===== src/shared/cfg_bank_defs.vh =====
// Purpose: Offsets, field positions, reset values, writable masks and segment numbers for the chipset config bank
// Assumes: APB with 32-bit data, one aligned word per register
// Notes: Indices are printed as bytes; byte address is four times the index
`ifndef CFG_BANK_DEFS_VH
`define CFG_BANK_DEFS_VH

// ----------------------------------------
// Register indices and address width
// ----------------------------------------
`define IDX_POWER_MISC_CONTROL 8'h2C
`define IDX_SCRATCH_A 8'h2D
`define IDX_SCRATCH_B 8'h2E
`define IDX_MEMORY_SEGMENT_MAPPING 8'h2F
`define IDX_LOCAL_IDE_CONTROL 8'h30
`define IDX_LOCAL_IDE_TIMING 8'h31
`define IDX_IDE_MODE 8'h32
`define ADDR_W 12

// ----------------------------------------
// Reset values
// ----------------------------------------
`define RST_POWER_MISC_CONTROL 8'h00
`define RST_SCRATCH 8'h00
`define RST_MEMORY_SEGMENT_MAPPING 8'h00
`define RST_LOCAL_IDE_CONTROL 8'h00
`define RST_LOCAL_IDE_TIMING 8'h11
`define RST_IDE_MODE 8'h10
// Synchroniser idle word: processor ready is active low, so its bit rests high
`define RST_PIN_SYNC 12'h400

// ----------------------------------------
// Writable masks (reserved bits read zero)
// ----------------------------------------
`define WMASK_POWER_MISC_CONTROL 8'h7E
`define WMASK_MEMORY_SEGMENT_MAPPING 8'hF2
`define WMASK_IDE_MODE 8'h10

// ----------------------------------------
// Field positions
// ----------------------------------------
`define PMC_HOLD_ON_STOP 6
`define PMC_FLUSH_ON_READY 5
`define PMC_SELECTED_CLOCK_SOURCE_STOP 4
`define PMC_LEAKAGE_CTL 3
`define PMC_MODULE_GATE 2
`define PMC_EXPBUS_STOP 1
`define MAP_REMAP 7
`define MAP_D_SMM 6
`define MAP_C_SMM 5
`define MAP_D8_ROM 4
`define MAP_D_LOCAL 1
`define MAP_C_LOCAL 0
`define IDE_ALE_EN 3
`define IDE_WIDE32 2
`define IDE_DRIVE1 1
`define IDE_DRIVE0 0
`define MODE_SPLIT 4

// ----------------------------------------
// Segment numbers (address bits 19:16 of a 64 KiB-granular segment)
// ----------------------------------------
`define SEG_3000 4'h3
`define SEG_6000 4'h6
`define SEG_A000 4'hA
`define SEG_B000 4'hB
`define SEG_C000 4'hC
`define SEG_D000 4'hD
`define SEG_F000 4'hF

`endif


===== src/verilog/segment_decode.v =====
// Purpose: Decodes a 20-bit memory address against the segment mapping register
// Assumes: Pure combinational, same clock domain as the caller
// Notes: Caller registers all results
`timescale 1ns/1ps
`default_nettype none
`include "cfg_bank_defs.vh"

module segment_decode (
	// Mapping control
	input wire [7:0] map_i,
	// Address
	input wire [19:0] addr_i,
	// Decode results
	output reg [19:0] remap_o,
	output reg smm_o,
	output reg rom_o,
	output reg local_ram_o
);

	wire [3:0] seg = addr_i[19:16];

	always @* begin
		remap_o = addr_i;
		if (map_i[`MAP_REMAP]) begin
			if (seg == `SEG_3000 || seg == `SEG_D000 || seg == `SEG_F000) begin
				remap_o = {`SEG_B000, addr_i[15:0]}; // RL8
			end else if (seg == `SEG_6000 || seg == `SEG_C000) begin
				remap_o = {`SEG_A000, addr_i[15:0]}; // RL8
			end
		end
		smm_o = (map_i[`MAP_D_SMM] && seg == `SEG_D000) || (map_i[`MAP_C_SMM] && seg == `SEG_C000); // RL9 RL10
		rom_o = map_i[`MAP_D8_ROM] && seg == `SEG_D000 && addr_i[15]; // RL11
		local_ram_o = (map_i[`MAP_D_LOCAL] && seg == `SEG_D000) || (map_i[`MAP_C_LOCAL] && seg == `SEG_C000); // RL12 RL13
	end

endmodule
`default_nettype wire


===== src/verilog/chipset_config_regs.v =====
// Purpose: Power, scratch, segment mapping and local IDE configuration bank behind APB
// Assumes: Single 100 MHz core clock; pin inputs are synchronised here
// Notes: Pin-driven outputs lag their pins by three edges, except local RAM, which lags its strap by four; decode outputs lag the address by one
// Function
// RL1 - Power bit 6 makes hold request follow stop-clock request.
// RL2 - Power bit 5 at normal speed makes flush follow processor ready.
// RL3 - Power bit 4 stops the selected clock source during suspend.
// RL4 - Power bit 3 enables pin leakage control only during suspend.
// RL5 - Power bit 2 gates clocks of idle internal modules.
// RL6 - Power bit 1 stops expansion-bus module when no expansion cycle runs.
// RL7 - Two scratch registers at indices 2Dh and 2Eh.
// RL8 - Mapping bit 7 redirects management segments to B000h or A000h.
// RL9 - Mapping bit 6 makes D0000h-DFFFFh management space.
// RL10 - Mapping bit 5 makes C0000h-CFFFFh management space.
// RL11 - Mapping bit 4 puts D8000h-DFFFFh in ROM BIOS space.
// RL12 - Mapping bit 1 routes D0000h-DFFFFh to local RAM.
// RL13 - Mapping bit 0 is read-only; one means C segment is local RAM.
// RL14 - Read width field bits 7-4 gives value plus one, 1 to 16.
// RL15 - IDE bit 3 drives address latch enable during local IDE cycles.
// RL16 - IDE bit 2 allows 32-bit cycles, else 16-bit only.
// RL17 - IDE bit 1 routes drive 1 accesses to the local bus.
// RL18 - IDE bit 0 routes drive 0 accesses to the local bus.
// RL19 - Recovery field bits 7-4 gives value plus one; default one.
// RL20 - Write width field bits 3-0 gives value plus one; default one.
// RL21 - Split bit zero uses write width for both; one separates them.
// RL22 - Scratch registers read back last write and steer nothing.
// RL23 - Reserved bits read zero and ignore writes.
`timescale 1ns/1ps
`default_nettype none
`include "cfg_bank_defs.vh"

module chipset_config_regs (
	// Clock and reset
	input wire core_clk_i,
	input wire rst_b_i,
	// APB slave
	input wire psel_i,
	input wire penable_i,
	input wire pwrite_i,
	input wire [`ADDR_W-1:0] paddr_i,
	input wire [31:0] pwdata_i,
	input wire [3:0] pstrb_i,
	output reg [31:0] prdata_o,
	output reg pready_o,
	output reg pslverr_o,
	// Processor and system pins
	input wire stop_clock_request_i,
	input wire processor_ready_b_i,
	input wire turbo_speed_i,
	input wire suspend_i,
	input wire c_segment_local_strap_i,
	input wire expansion_cycle_active_i,
	input wire [3:0] module_in_use_i,
	output reg hold_request_o,
	output reg cache_flush_b_o,
	output reg selected_clock_source_en_o,
	output reg leakage_control_en_o,
	output reg [3:0] module_clock_en_o,
	output reg expansion_module_run_o,
	// Memory decode
	input wire [19:0] mem_addr_i,
	output reg [19:0] mem_addr_remap_o,
	output reg system_management_space_o,
	output reg rom_bios_space_o,
	output reg local_ram_space_o,
	// Local IDE cycle setup
	input wire ide_cycle_active_i,
	input wire ide_drive_sel_i,
	output reg address_latch_enable_o,
	output reg ide_wide32_en_o,
	output reg ide_local_route_o,
	output reg [4:0] ide_read_width_o,
	output reg [4:0] ide_write_width_o,
	output reg [4:0] ide_recovery_o
);

	// ----------------------------------------
	// Pin synchronisers
	// ----------------------------------------
	localparam SYNC_W = 12;
	wire [SYNC_W-1:0] pin_raw = {stop_clock_request_i, processor_ready_b_i, turbo_speed_i, suspend_i,
		c_segment_local_strap_i, expansion_cycle_active_i, module_in_use_i, ide_cycle_active_i, ide_drive_sel_i};
	reg [SYNC_W-1:0] sync1_r;
	reg [SYNC_W-1:0] sync2_r;

	always @(posedge core_clk_i or negedge rst_b_i) begin
		if (!rst_b_i) begin
			// Idle levels, so a quiet pin shows no false event just after reset
			sync1_r <= `RST_PIN_SYNC;
			sync2_r <= `RST_PIN_SYNC;
		end else begin
			sync1_r <= pin_raw;
			sync2_r <= sync1_r;
		end
	end

	wire stop_clk_s = sync2_r[11];
	wire cpu_ready_s = ~sync2_r[10];
	wire turbo_s = sync2_r[9];
	wire suspend_s = sync2_r[8];
	wire c_local_s = sync2_r[7];
	wire exp_active_s = sync2_r[6];
	wire [3:0] in_use_s = sync2_r[5:2];
	wire ide_active_s = sync2_r[1];
	wire drive_sel_s = sync2_r[0];

	// ----------------------------------------
	// APB decode
	// ----------------------------------------
	reg [7:0] power_misc_control_r;
	reg [7:0] scratch_a_r;
	reg [7:0] scratch_b_r;
	reg [7:0] memory_segment_mapping_r;
	reg [7:0] local_ide_control_r;
	reg [7:0] local_ide_timing_r;
	reg [7:0] ide_mode_r;
	reg c_local_r;

	wire [7:0] reg_idx = paddr_i[9:2];
	wire word_ok = (paddr_i[1:0] == 2'h0) && (paddr_i[`ADDR_W-1:10] == 2'h0);
	wire hit = word_ok && (reg_idx >= `IDX_POWER_MISC_CONTROL) && (reg_idx <= `IDX_IDE_MODE);
	// The first access cycle is a wait state; pready rises in the second
	wire access = psel_i && penable_i && !pready_o;
	// A write lands at the edge where the master samples pready high, never earlier
	wire commit = psel_i && penable_i && pready_o;
	wire wr_en = commit && pwrite_i && hit && pstrb_i[0];
	wire wr_power = wr_en && (reg_idx == `IDX_POWER_MISC_CONTROL);
	wire wr_scratch_a = wr_en && (reg_idx == `IDX_SCRATCH_A);
	wire wr_scratch_b = wr_en && (reg_idx == `IDX_SCRATCH_B);
	wire wr_mapping = wr_en && (reg_idx == `IDX_MEMORY_SEGMENT_MAPPING);
	wire wr_ide_control = wr_en && (reg_idx == `IDX_LOCAL_IDE_CONTROL);
	wire wr_ide_timing = wr_en && (reg_idx == `IDX_LOCAL_IDE_TIMING);
	wire wr_ide_mode = wr_en && (reg_idx == `IDX_IDE_MODE);

	// Merges only writable bits, keeping reserved ones at zero
	function [7:0] merge;
		input [7:0] old;
		input [7:0] din;
		input [7:0] wmask;
		begin
			merge = (din & wmask) | (old & ~wmask);
		end
	endfunction

	// ----------------------------------------
	// Register file
	// ----------------------------------------
	always @(posedge core_clk_i or negedge rst_b_i) begin
		if (!rst_b_i) begin
			power_misc_control_r <= `RST_POWER_MISC_CONTROL;
		end else if (wr_power) begin
			power_misc_control_r <= merge(power_misc_control_r, pwdata_i[7:0], `WMASK_POWER_MISC_CONTROL); // RL23
		end
	end

	// Scratch bytes steer nothing; they only hold what software left there
	always @(posedge core_clk_i or negedge rst_b_i) begin
		if (!rst_b_i) begin
			scratch_a_r <= `RST_SCRATCH;
		end else if (wr_scratch_a) begin
			scratch_a_r <= pwdata_i[7:0]; // RL7 RL22
		end
	end

	always @(posedge core_clk_i or negedge rst_b_i) begin
		if (!rst_b_i) begin
			scratch_b_r <= `RST_SCRATCH;
		end else if (wr_scratch_b) begin
			scratch_b_r <= pwdata_i[7:0]; // RL7 RL22
		end
	end

	always @(posedge core_clk_i or negedge rst_b_i) begin
		if (!rst_b_i) begin
			memory_segment_mapping_r <= `RST_MEMORY_SEGMENT_MAPPING;
		end else if (wr_mapping) begin
			memory_segment_mapping_r <= merge(memory_segment_mapping_r, pwdata_i[7:0],
				`WMASK_MEMORY_SEGMENT_MAPPING); // RL13 RL23
		end
	end

	always @(posedge core_clk_i or negedge rst_b_i) begin
		if (!rst_b_i) begin
			local_ide_control_r <= `RST_LOCAL_IDE_CONTROL;
		end else if (wr_ide_control) begin
			local_ide_control_r <= pwdata_i[7:0]; // RL14 RL15 RL16 RL17 RL18
		end
	end

	always @(posedge core_clk_i or negedge rst_b_i) begin
		if (!rst_b_i) begin
			local_ide_timing_r <= `RST_LOCAL_IDE_TIMING;
		end else if (wr_ide_timing) begin
			local_ide_timing_r <= pwdata_i[7:0]; // RL19 RL20
		end
	end

	always @(posedge core_clk_i or negedge rst_b_i) begin
		if (!rst_b_i) begin
			ide_mode_r <= `RST_IDE_MODE;
		end else if (wr_ide_mode) begin
			ide_mode_r <= merge(ide_mode_r, pwdata_i[7:0], `WMASK_IDE_MODE); // RL21 RL23
		end
	end

	// Read-only local RAM flag follows the synchronised strap pin on every edge after reset
	always @(posedge core_clk_i or negedge rst_b_i) begin
		if (!rst_b_i) begin
			c_local_r <= 1'b0;
		end else begin
			c_local_r <= c_local_s; // RL13
		end
	end

	wire [7:0] map_eff = {memory_segment_mapping_r[7:1], c_local_r};

	reg [7:0] rd_byte;
	always @* begin
		case (reg_idx)
			`IDX_POWER_MISC_CONTROL: rd_byte = power_misc_control_r;
			`IDX_SCRATCH_A: rd_byte = scratch_a_r;
			`IDX_SCRATCH_B: rd_byte = scratch_b_r;
			`IDX_MEMORY_SEGMENT_MAPPING: rd_byte = map_eff;
			`IDX_LOCAL_IDE_CONTROL: rd_byte = local_ide_control_r;
			`IDX_LOCAL_IDE_TIMING: rd_byte = local_ide_timing_r;
			`IDX_IDE_MODE: rd_byte = ide_mode_r;
			default: rd_byte = 8'h00;
		endcase
	end

	// ----------------------------------------
	// APB response
	// ----------------------------------------
	always @(posedge core_clk_i or negedge rst_b_i) begin
		if (!rst_b_i) begin
			pready_o <= 1'b0;
			pslverr_o <= 1'b0;
			prdata_o <= 32'h00000000;
		end else if (access) begin
			pready_o <= 1'b1;
			pslverr_o <= !hit;
			prdata_o <= (hit && !pwrite_i) ? {24'h000000, rd_byte} : 32'h00000000; // RL23
		end else begin
			pready_o <= 1'b0;
			pslverr_o <= 1'b0;
			prdata_o <= 32'h00000000;
		end
	end

	// ----------------------------------------
	// Power control
	// ----------------------------------------
	// With gating off every module clock keeps running
	wire [3:0] module_clk_nxt;
	genvar g;
	generate
		for (g = 0; g < 4; g = g + 1) begin : g_module_gate
			assign module_clk_nxt[g] = !power_misc_control_r[`PMC_MODULE_GATE] || in_use_s[g]; // RL5
		end
	endgenerate

	always @(posedge core_clk_i or negedge rst_b_i) begin
		if (!rst_b_i) begin
			hold_request_o <= 1'b0;
			cache_flush_b_o <= 1'b1;
			selected_clock_source_en_o <= 1'b1;
			leakage_control_en_o <= 1'b0;
			module_clock_en_o <= 4'hF;
			expansion_module_run_o <= 1'b1;
		end else begin
			hold_request_o <= power_misc_control_r[`PMC_HOLD_ON_STOP] && stop_clk_s; // RL1
			cache_flush_b_o <= !(power_misc_control_r[`PMC_FLUSH_ON_READY] && !turbo_s && cpu_ready_s); // RL2
			selected_clock_source_en_o <= !(power_misc_control_r[`PMC_SELECTED_CLOCK_SOURCE_STOP] && suspend_s); // RL3
			leakage_control_en_o <= power_misc_control_r[`PMC_LEAKAGE_CTL] && suspend_s; // RL4
			module_clock_en_o <= module_clk_nxt; // RL5
			expansion_module_run_o <= !power_misc_control_r[`PMC_EXPBUS_STOP] || exp_active_s; // RL6
		end
	end

	// ----------------------------------------
	// Memory segment decode
	// ----------------------------------------
	wire [19:0] remap_w;
	wire smm_w;
	wire rom_w;
	wire local_w;

	// Address is taken from logic on this clock, so it is not synchronised
	segment_decode u_segment_decode (
		.map_i(map_eff),
		.addr_i(mem_addr_i),
		.remap_o(remap_w),
		.smm_o(smm_w),
		.rom_o(rom_w),
		.local_ram_o(local_w)
	);

	always @(posedge core_clk_i or negedge rst_b_i) begin
		if (!rst_b_i) begin
			mem_addr_remap_o <= 20'h00000;
			system_management_space_o <= 1'b0;
			rom_bios_space_o <= 1'b0;
			local_ram_space_o <= 1'b0;
		end else begin
			mem_addr_remap_o <= remap_w; // RL8
			system_management_space_o <= smm_w; // RL9 RL10
			rom_bios_space_o <= rom_w; // RL11
			local_ram_space_o <= local_w; // RL12 RL13
		end
	end

	// ----------------------------------------
	// Local IDE setup
	// ----------------------------------------
	wire split = ide_mode_r[`MODE_SPLIT];
	wire [3:0] rd_field = split ? local_ide_control_r[7:4] : local_ide_timing_r[3:0];
	// Route follows the drive now addressed; each drive has its own enable
	wire route_nxt = drive_sel_s ? local_ide_control_r[`IDE_DRIVE1] : local_ide_control_r[`IDE_DRIVE0]; // RL17 RL18
	// Widths and recovery count from one, so a zero field still gives one cycle
	wire [4:0] rd_width_nxt = {1'b0, rd_field} + 5'h01; // RL14 RL21
	wire [4:0] wr_width_nxt = {1'b0, local_ide_timing_r[3:0]} + 5'h01; // RL20
	wire [4:0] recovery_nxt = {1'b0, local_ide_timing_r[7:4]} + 5'h01; // RL19

	always @(posedge core_clk_i or negedge rst_b_i) begin
		if (!rst_b_i) begin
			address_latch_enable_o <= 1'b0;
			ide_wide32_en_o <= 1'b0;
			ide_local_route_o <= 1'b0;
			ide_read_width_o <= 5'h02;
			ide_write_width_o <= 5'h02;
			ide_recovery_o <= 5'h02;
		end else begin
			address_latch_enable_o <= local_ide_control_r[`IDE_ALE_EN] && ide_active_s; // RL15
			ide_wide32_en_o <= local_ide_control_r[`IDE_WIDE32]; // RL16
			ide_local_route_o <= route_nxt; // RL17 RL18
			ide_read_width_o <= rd_width_nxt; // RL14 RL21
			ide_write_width_o <= wr_width_nxt; // RL20
			ide_recovery_o <= recovery_nxt; // RL19
		end
	end

endmodule
`default_nettype wire


===== config.mk =====
export PLATFORM = sky130hd
export DESIGN_NAME = chipset_config_regs
export DESIGN_NICKNAME = d
export VERILOG_FILES = /design/src/verilog/segment_decode.v /design/src/verilog/chipset_config_regs.v
export VERILOG_INCLUDE_DIRS = /design/src /design/src/shared
export SDC_FILE = /design/constraint.sdc
export NUM_CORES = 1
export LEC_CHECK = 0
export CAP_MARGIN = 20
export CORE_MARGIN = 2
export CORE_UTILIZATION = 60
export DETAILED_ROUTE_END_ITERATION = 6
export DONT_BUFFER_PORTS = 1
export MAX_ROUTING_LAYER = met4
export PLACE_DENSITY_LB_ADDON = 0.12
export SLEW_MARGIN = 20
export SYNTH_ARGS = -nofsm -noshare
export SYNTH_HDL_FRONTEND = slang
export SYNTH_SLANG_ARGS = --single-unit

===== constraint.sdc =====
create_clock -name core_clk_i -period 1.95 [get_ports core_clk_i]
set_input_delay 0.4875 -clock core_clk_i [delete_from_list [all_inputs] [get_ports core_clk_i]]
set_output_delay 0.4875 -clock core_clk_i [all_outputs]
set_load 0.02 [all_outputs]

# --- After elaboration in Yosys (flattened, before gate mapping) ---
# Index checks and enable logic that the tools add are counted.
# Widths: inputs -> output; s select.
classes:
  mux: 10
  order_cmp: 2
  n_bitwise: 4
  reduce_logical: 49
  addsub: 3
  n_eq_ne: 12
op_table:
  columns: ["operator", "n"]
  rows:
  - ["$mux 20", 3]
  - ["$eq 8x6->1 const B", 7]
  - ["$pmux 8 s7", 1]
  - ["$logic_and 1x1->1", 29]
  - ["$mux 8", 2]
  - ["$add 4x1->5 const B", 3]
  - ["$eq 4x4->1 const B", 3]
  - ["$logic_or 1x1->1", 10]
  - ["$ge 8x6->1 const B", 1]
  - ["$le 8x6->1 const B", 1]
  - ["$logic_not 1->1", 8]
  - ["$or 5x8->8", 1]
  - ["$or 7x8->8", 1]
  - ["$or 8x4->8", 1]
  - ["$eq 4x2->1 const B", 1]
  - ["$eq 4x3->1 const B", 1]
  - ["$logic_not 2->1", 2]
  - ["$mux 4", 1]
  - ["$mux 1", 3]
  - ["$not 1->1", 1]
word_totals:
  inputBits: 85
  reg_bits: 165
  output_inout_bits: 84

# --- Longest topological paths before layout ---
# Gate-level depths: netlist of the first run.
depth:
  word_depth: 7
  mapped_depth: 7
  depth_no_buf: 4

# --- Hierarchy ---
# Synthesis of the first run repeated with hierarchy kept, for this count alone.
hier_totals:
  hier_cells: 364
  hier_area_um2: 5198.7
by_module_without_submodules:
  columns: ["module", "instances", "cells_each", "seq_area_each_um2", "area_per_inst_um2"]
  rows:
  - ["chipset_config_regs", 1, 332, 3246.9, 4962.3]
  - ["segment_decode", 1, 32, 0.0, 236.5]

# --- Worst setup path after synthesis of the first run ---
# OpenSTA, ideal clock, no wires.
synth_timing:
  path_type: "in2reg"
  startpoint: "input port paddr_i[1]"
  endpoint: "register local_ide_timing_r[1]"
  setup_ns: 0.125
  t_required_ns: 1.825
  t_arrival_ns: 1.872
  setup_slack_ns: -0.047
  path_stages: 3
  cell_sequence: "or4_4 > nor4_4 > mux2_2"
synth_between:
  elab_chain_len: 7
synth_rtl:
  columns: ["element", "line_no", "text"]
  rows:
  - ["from (decl)", "chipset_config_regs.v:40", "input wire [`ADDR_W-1:0] paddr_i,"]
  - ["$logic_not 2->1", "chipset_config_regs.v:120", "wire word_ok = (paddr_i[1:0] == 2'h0) && (paddr_i[`ADDR_W-1:10] == 2'h0);"]
  - ["$logic_and 1x1->1", "chipset_config_regs.v:120", null]
  - ["$logic_and 1x1->1 (2 in series)", "chipset_config_regs.v:121", "wire hit = word_ok && (reg_idx >= `IDX_POWER_MISC_CONTROL) && (reg_idx <= `IDX_IDE_MODE);"]
  - ["$logic_and 1x1->1 (2 in series)", "chipset_config_regs.v:126", "wire wr_en = commit && pwrite_i && hit && pstrb_i[0];"]
  - ["$logic_and 1x1->1", "chipset_config_regs.v:132", "wire wr_ide_timing = wr_en && (reg_idx == `IDX_LOCAL_IDE_TIMING);"]
  - ["to (signal assigned)", "chipset_config_regs.v:192", "local_ide_timing_r <= `RST_LOCAL_IDE_TIMING;"]
  - ["to (signal assigned)", "chipset_config_regs.v:194", "local_ide_timing_r <= pwdata_i[7:0];"]
  - ["to (decl)", "chipset_config_regs.v:115", "reg [7:0] local_ide_timing_r;"]
# No other way between the ends.
# A chain may end at the register's enable or synchronous reset.

# --- Worst setup path after layout of the first run ---
layout_timing:
  startpoint: "register pready_o"
  endpoint: "register memory_segment_mapping_r[7]"
layout_between:
  elab_chain_len: 5
layout_rtl:
  columns: ["element", "line_no", "text"]
  rows:
  - ["from (decl)", "chipset_config_regs.v:44", "output reg pready_o,"]
  - ["from (signal assigned)", "chipset_config_regs.v:236", "pready_o <= 1'b0;"]
  - ["from (signal assigned)", "chipset_config_regs.v:240", "pready_o <= 1'b1;"]
  - ["from (signal assigned)", "chipset_config_regs.v:244", "pready_o <= 1'b0;"]
  - ["$logic_and 1x1->1", "chipset_config_regs.v:125", "wire commit = psel_i && penable_i && pready_o;"]
  - ["$logic_and 1x1->1 (3 in series)", "chipset_config_regs.v:126", null]
  - ["$logic_and 1x1->1", "chipset_config_regs.v:130", "wire wr_mapping = wr_en && (reg_idx == `IDX_MEMORY_SEGMENT_MAPPING);"]
  - ["to (signal assigned)", "chipset_config_regs.v:175", "memory_segment_mapping_r <= `RST_MEMORY_SEGMENT_MAPPING;"]
  - ["to (signal assigned)", "chipset_config_regs.v:177", "memory_segment_mapping_r <= merge(memory_segment_mapping_r, pwdata_i[7:0],"]
  - ["to (decl)", "chipset_config_regs.v:113", "reg [7:0] memory_segment_mapping_r;"]
# No other way between the ends.

==> results of run 1 <==
[metal layers]
| layer | GRT usage, % | vias to the layer above | wire length [µm] |
|---|---|---|---|
| met2 | 35.5 | 118 | 4830 |
| li1 | - | 1273 | - |
| met1 | 32.1 | 1456 | 4160 |
| met4 | 11.5 | 0 | 244 |
| met5 | - | - | 0 |
| met3 | 7.67 | 19 | 587 |
[registers in the layout, summed over array words and instances (netlist names), 4 cells and up]
signal / flops
scratch_a_r: 8
power_misc_control_r: 6
mem_addr_remap_o: 20
scratch_b_r: 8
prdata_o: 8
sync2_r: 12
sync1_r: 12
module_clock_en_o: 4
memory_segment_mapping_r: 5
ide_write_width_o: 5
local_ide_control_r: 8
local_ide_timing_r: 8
ide_recovery_o: 5
ide_read_width_o: 5
[cell families (layout without fill, tap and decap cells)]
logic type	after synthesis	count (layout)	share of synthesized area, %
AOI/OAI and AO/OA	26	26	3.83
xor gates and xnor gates	8	8	1.40
adders and majority gates	3	3	0.752
buffers and inverters	40	87	5.09
DFF	129	129	65.0
muxes	62	62	14.3
other	1	24	0.0751
and+or+nand+nor	73	73	9.59
[worst paths after layout]
| path | endpoint | slack (ns) |
|---|---|---|
| min | ide_recovery_o[4]$_DFF_PN0_ | -0.34 |
| max in group asynchronous | sync1_r[10]$_DFF_PN1_ | 2.01 |
| min reg2reg | sync2_r[6]$_DFF_PN0_ | 0.35 |
| max | memory_segment_mapping_r[7]$_DFFE_PN0P_ | 0.18 |
| max reg2reg | memory_segment_mapping_r[7]$_DFFE_PN0P_ | 0.18 |
| min in group core_clk_i | mem_addr_remap_o[19]$_DFF_PN0_ | 0.08 |
[power breakdown]
| part | leakage [nW] | switching [W] | internal, W |
|---|---|---|---|
| Sequential | 1.63 | 0.0000476 | 0.00273 |
| Clock | 0.282 | 0.00134 | 0.00165 |
| Combinational | 0.900 | 0.0000798 | 0.0000766 |
| Total | 2.81 | 0.00147 | 0.00446 |
[layout make-up]
type	instances	area (µm²)
clock buffer	17	414
clock inverter	15	165
fill	496	2100
inverter	3	11.3
multi-input combinational	196	1590
sequential	129	3250
tap	105	131
timing repair buffer	52	475
[placed cells by master (no fill, tap or decap), types with 4 or more instances in the layout]
cell,n
xnor2_1,5
nand2b_1,7
dlygate4sd3_1,29
nand2_1,13
dfstp_2,15
nand3_1,8
mux2i_1,7
a21oi_1,4
dfrtp_1,114
nor2_1,10
buf_4,22
conb_1,24
mux2_2,53
inv_8,5
clkbuf_16,16
inv_6,4
and2_1,6
[metrics by stage]
stage / setup slack [ns] / power (W) / area (µm²)
after floorplan: 0.0180 / 0.00296 / 5090
after global placement: -0.0285 / 0.00293 / 5160
after detailed placement: -0.0785 / 0.00293 / 5160
after CTS: 0.168 / 0.00599 / 6030
after global routing: 0.0408 / 0.00614 / 6030
final: 0.177 / 0.00593 / 6030
==> flow_summary.yaml, run 1 <==
worst_setup_path:
  cp-start-kind: "register"
  cp_slowest_cell: "dfrtp_1"
  crit_arrival_ns: 2.17
  cp.depth: 5
  critPathTopFamily: "simple AND/OR/NAND/NOR gates"
  crit_path_start: "pready_o$_DFF_PN0_"
  r2r_start: "pready_o$_DFF_PN0_"
  crit_path_end_kind: "register"
  slowest_delay_ns: 0.37
  r2r_cells: 5
  cp_data_required_time_ns: 2.35
  cp_cell_sequence: "and4_1 > nand4_2 > nor3_2 > buf_4 > mux2_2"
  worst-path-buf-inv: 1
  worst-setup-path-type: "reg -> reg"
  path_max_fanout: 4
pwr:
  powerDensity_nw_per_um2: 983
  p_leak_nw: 2.81
  ir_drop_v: 0.000759
logic_synthesis:
  synth.largest_area_cell: "dfrtp_1"
  synth-main-ff-cell: "dfrtp_1"
  yosys_warnings: 0
  synth_seq_cells: 129
  ys_seq_area_share_pct: 65.0
  synth_edf_count: 0
  synthDistinctLibCells: 52
  synthTopCellsByArea: "dfrtp_1 57%, mux2_2 12%, dfstp_2 7.9%"
  synth_common_cells: "114 x dfrtp_1, 53 x mux2_2, 24 x buf_4"
  netlist_area_um2: 4990
  post_synth.cell_area_avg_um2: 14.6
  synth_top_area_share_pct: 57.1
  synthArstFlopShare_pct: 100
  yosysMostFrequentCell: "dfrtp_1"
  synthCells: 342
detailed_routing:
  drtPass1Iterations: 4
  drt_iter0_drc: 141
  wl_per_cell_um: 19.0
  num_vias: 2866
  antenna_left: 0
  drt-total-wl_um: 9820
  drc_errors: 0
  vias_per_cell: 5.54
clock_network:
  clockRootBuffer: "clkbuf_8"
  clk_pin_slew_ns: 0.07
  clockBufferDepth: 2
  cts_setup_buffers: 0
  hold_buffers: 29
  cts_buffers: 17
  cts_max_level: 4
  cts_tree: "done"
  clk_latency_ns: 0.52
  post_cts_resized: 0
  cts_sinks: 129
timing:
  fin_hold_ws_ns: -0.342
  fin_crit_sh_pct: 90.9
  hold_viol_final: 129
  grt_setup_unrepaired: "false"
  fin_crit_ns: 1.77
  slew_violations: 0
  fmax_mhz: 564
  setup_viol_count_final: 0
  skew_ns: 0.00571
  tns_ns: 0
place:
  dpl.hpwl_um: 6420
  gp_congestion: 0.843
  dp_cells: 456
  io_buffers: 0
global_routing:
  overflow: 0
  grt_max_degree: 130
  track_usage_pct: 24.6
  antenna_found_initial: 0
  grt_pass1_vias: 2878
  grt_pass1_wl_um: 15600
run_status:
  violations: "hold timing"
  status: "finished with violations"
finish:
  final_nets: 487
  insertedDiodeCount: 0
  fin_cells: 517
  syn2layout_area_growth_pct: 20.7
  drive_above_1_share_pct: 33.7
  final_util_pct: 74.1
floorplanning:
  core_um2: 8130
  die_area_um2: 9070
  io_pins: 169
  die_h_um: 95.2
  rows: 33
  die_w_um: 95.2
  start_util_pct: 61.4
worst_hold_path:
  worstHoldPathType: "in -> async"
job:
  drv_cap: 0
(Power assumes the default switching activity.)
==> run 2: changes to the inputs <==
- ABC_CLOCK_PERIOD_IN_PS: not set -> 1950
- CORE_UTILIZATION: 60 -> 40
==> flow_summary.yaml, run 2 (synthesis gave the netlist of run 1 again) <==
timing:
  fin_crit_ns: 1.77
  skew_ns: 0.00604
  setup_slack_ns: 0.180
  fin_crit_sh_pct: 90.8
  fmax_mhz: 565
  slew_violations: 0
  grt_setup_unrepaired: "false"
  setup_viol_count_final: 0
  fin_hold_ws_ns: -0.235
  tns_ns: 0
  hold_viol_final: 124
clock_network:
  clockBufferDepth: 2
  cts_tree: "done"
  cts_max_level: 4
  clockRootBuffer: "clkbuf_16"
  cts_buffers: 17
  clk_pin_slew_ns: 0.06
  cts_sinks: 129
  clk_latency_ns: 0.42
worst_setup_path:
  worst-setup-path-type: "reg -> reg"
  slowest_delay_ns: 0.35
  cp-start-kind: "register"
  path_max_fanout: 4
  cp_data_required_time_ns: 2.25
  cp_slowest_cell: "dfrtp_1"
  crit_arrival_ns: 2.07
  crit_path_end_kind: "register"
  cp_cell_sequence: "and4_1 > nand4_2 > nor3_2 > buf_4 > mux2_2"
pwr:
  p_leak_nw: 2.72
  ir_drop_v: 0.000627
  powerDensity_nw_per_um2: 1050
  p_total_w: 0.00612
global_routing:
  grt_pass1_wl_um: 16000
  track_usage_pct: 17.2
  grt_max_degree: 130
  overflow: 0
  grt_pass1_vias: 2874
  antenna_found_initial: 0
detailed_routing:
  antenna_left: 0
  drt-total-wl_um: 10100
  drt_iter0_drc: 102
  vias_per_cell: 4.87
  drc_errors: 0
  wl_per_cell_um: 18.2
  drtPass1Iterations: 4
  num_vias: 2693
worst_hold_path:
  worstHoldPathType: "in -> async"
place:
  dp_slack_ns: -0.0549
  dpl_cell_area_um2: 5240
  io_buffers: 0
  gp_congestion: 0.862
  dpl.hpwl_um: 6970
floorplanning:
  io_pins: 169
  start_util_pct: 41.2
  rows: 40
  core_um2: 12100
  die_h_um: 116
  die_area_um2: 13400
  die_w_um: 116
finish:
  insertedDiodeCount: 0
  syn2layout_area_growth_pct: 17.2
  top_register: "mem_addr_remap_o"
  largest_reg_flops: 20
  design_area_um2: 5860
  final_common_cell: "dfrtp_1"
  mostFrequentLayoutCells: "114 x dfrtp_1, 53 x mux2_2, 25 x buf_4, 24 x conb_1, 17 x clkbuf_16"
  drive_above_1_share_pct: 36.6
  multi_input_area_um2: 1590
  fillers: 1091
  reg_top3: "mem_addr_remap_o (20), sync1_r (12), sync2_r (12)"
  final_nets: 460
  area.sequential_um2: 3250
run_status:
  violations: "hold timing"
  status: "finished with violations"
job:
  drv_cap: 0
## run 2: metal layers
layer / up-vias / track usage [%] / share of wire [%]
met2: 113 / 23.9 / 46
met5: - / - / 0
met3: 15 / 6.43 / 7.3
li1: 1214 / - / -
met4: 0 / 6.90 / 1.7
met1: 1351 / 22.6 / 45
## run 2: area by class of cell
type / instances / share of cell area [%]
clock buffer: 19 / 7.74
clock inverter: 13 / 2.74
inverter: 3 / 0.192
multi-input combinational: 196 / 27.1
sequential: 129 / 55.4
tap: 168 / 3.59
timing repair buffer: 25 / 3.21
## run 2: metrics by stage
stage | std cells | utilization [%]
after floorplan | 365 | -
after detailed placement | 521 | 43.3
after global placement | 521 | 43.3
after CTS | 553 | 48.3
final | 553 | 48.3
after global routing | 553 | 48.3
## run 2: worst paths after layout
kind | startpoint | to | slack, ns | cells after the start
hold / removal | rst_b_i | ide_read_width_o[3]$_DFF_PN0_ | -0.23 | 0
setup / recovery | pready_o$_DFF_PN0_ | memory_segment_mapping_r[5]$_DFFE_PN0P_ | 0.18 | 5
max in group asynchronous | rst_b_i | selected_clock_source_en_o$_DFF_PN1_ | 1.92 | 0
hold reg to reg | sync1_r[6]$_DFF_PN0_ | sync2_r[6]$_DFF_PN0_ | 0.35 | 0
setup reg to reg | pready_o$_DFF_PN0_ | memory_segment_mapping_r[5]$_DFFE_PN0P_ | 0.18 | 5
min in group core_clk_i | processor_ready_b_i | sync1_r[10]$_DFF_PN1_ | 0.06 | 0
## run 2: critical path, delay by kind of cell (launching register included)
kind	cells	cell delay [ns]
buffers and inverters	1	0.18
flip-flops	1	0.35
multiplexers	1	0.33
AND/OR/NAND/NOR	3	0.79
## run 2: what timing repair did
item	4_1_cts	5_1_grt
buffers inserted	0	0
endpoints found under the hold margin	129	129
resized for setup	0	0
endpoints found under the setup margin	0	0
## run 2: power breakdown
group / leakage, nW / internal [W] / switching [W] / total [W]
clock: 0.299 / 0.00207 / 0.00116 / 0.00323
sequential: 1.63 / 0.00273 / 0.0000463 / 0.00278
combinational: 0.787 / 0.0000381 / 0.0000731 / 0.000111
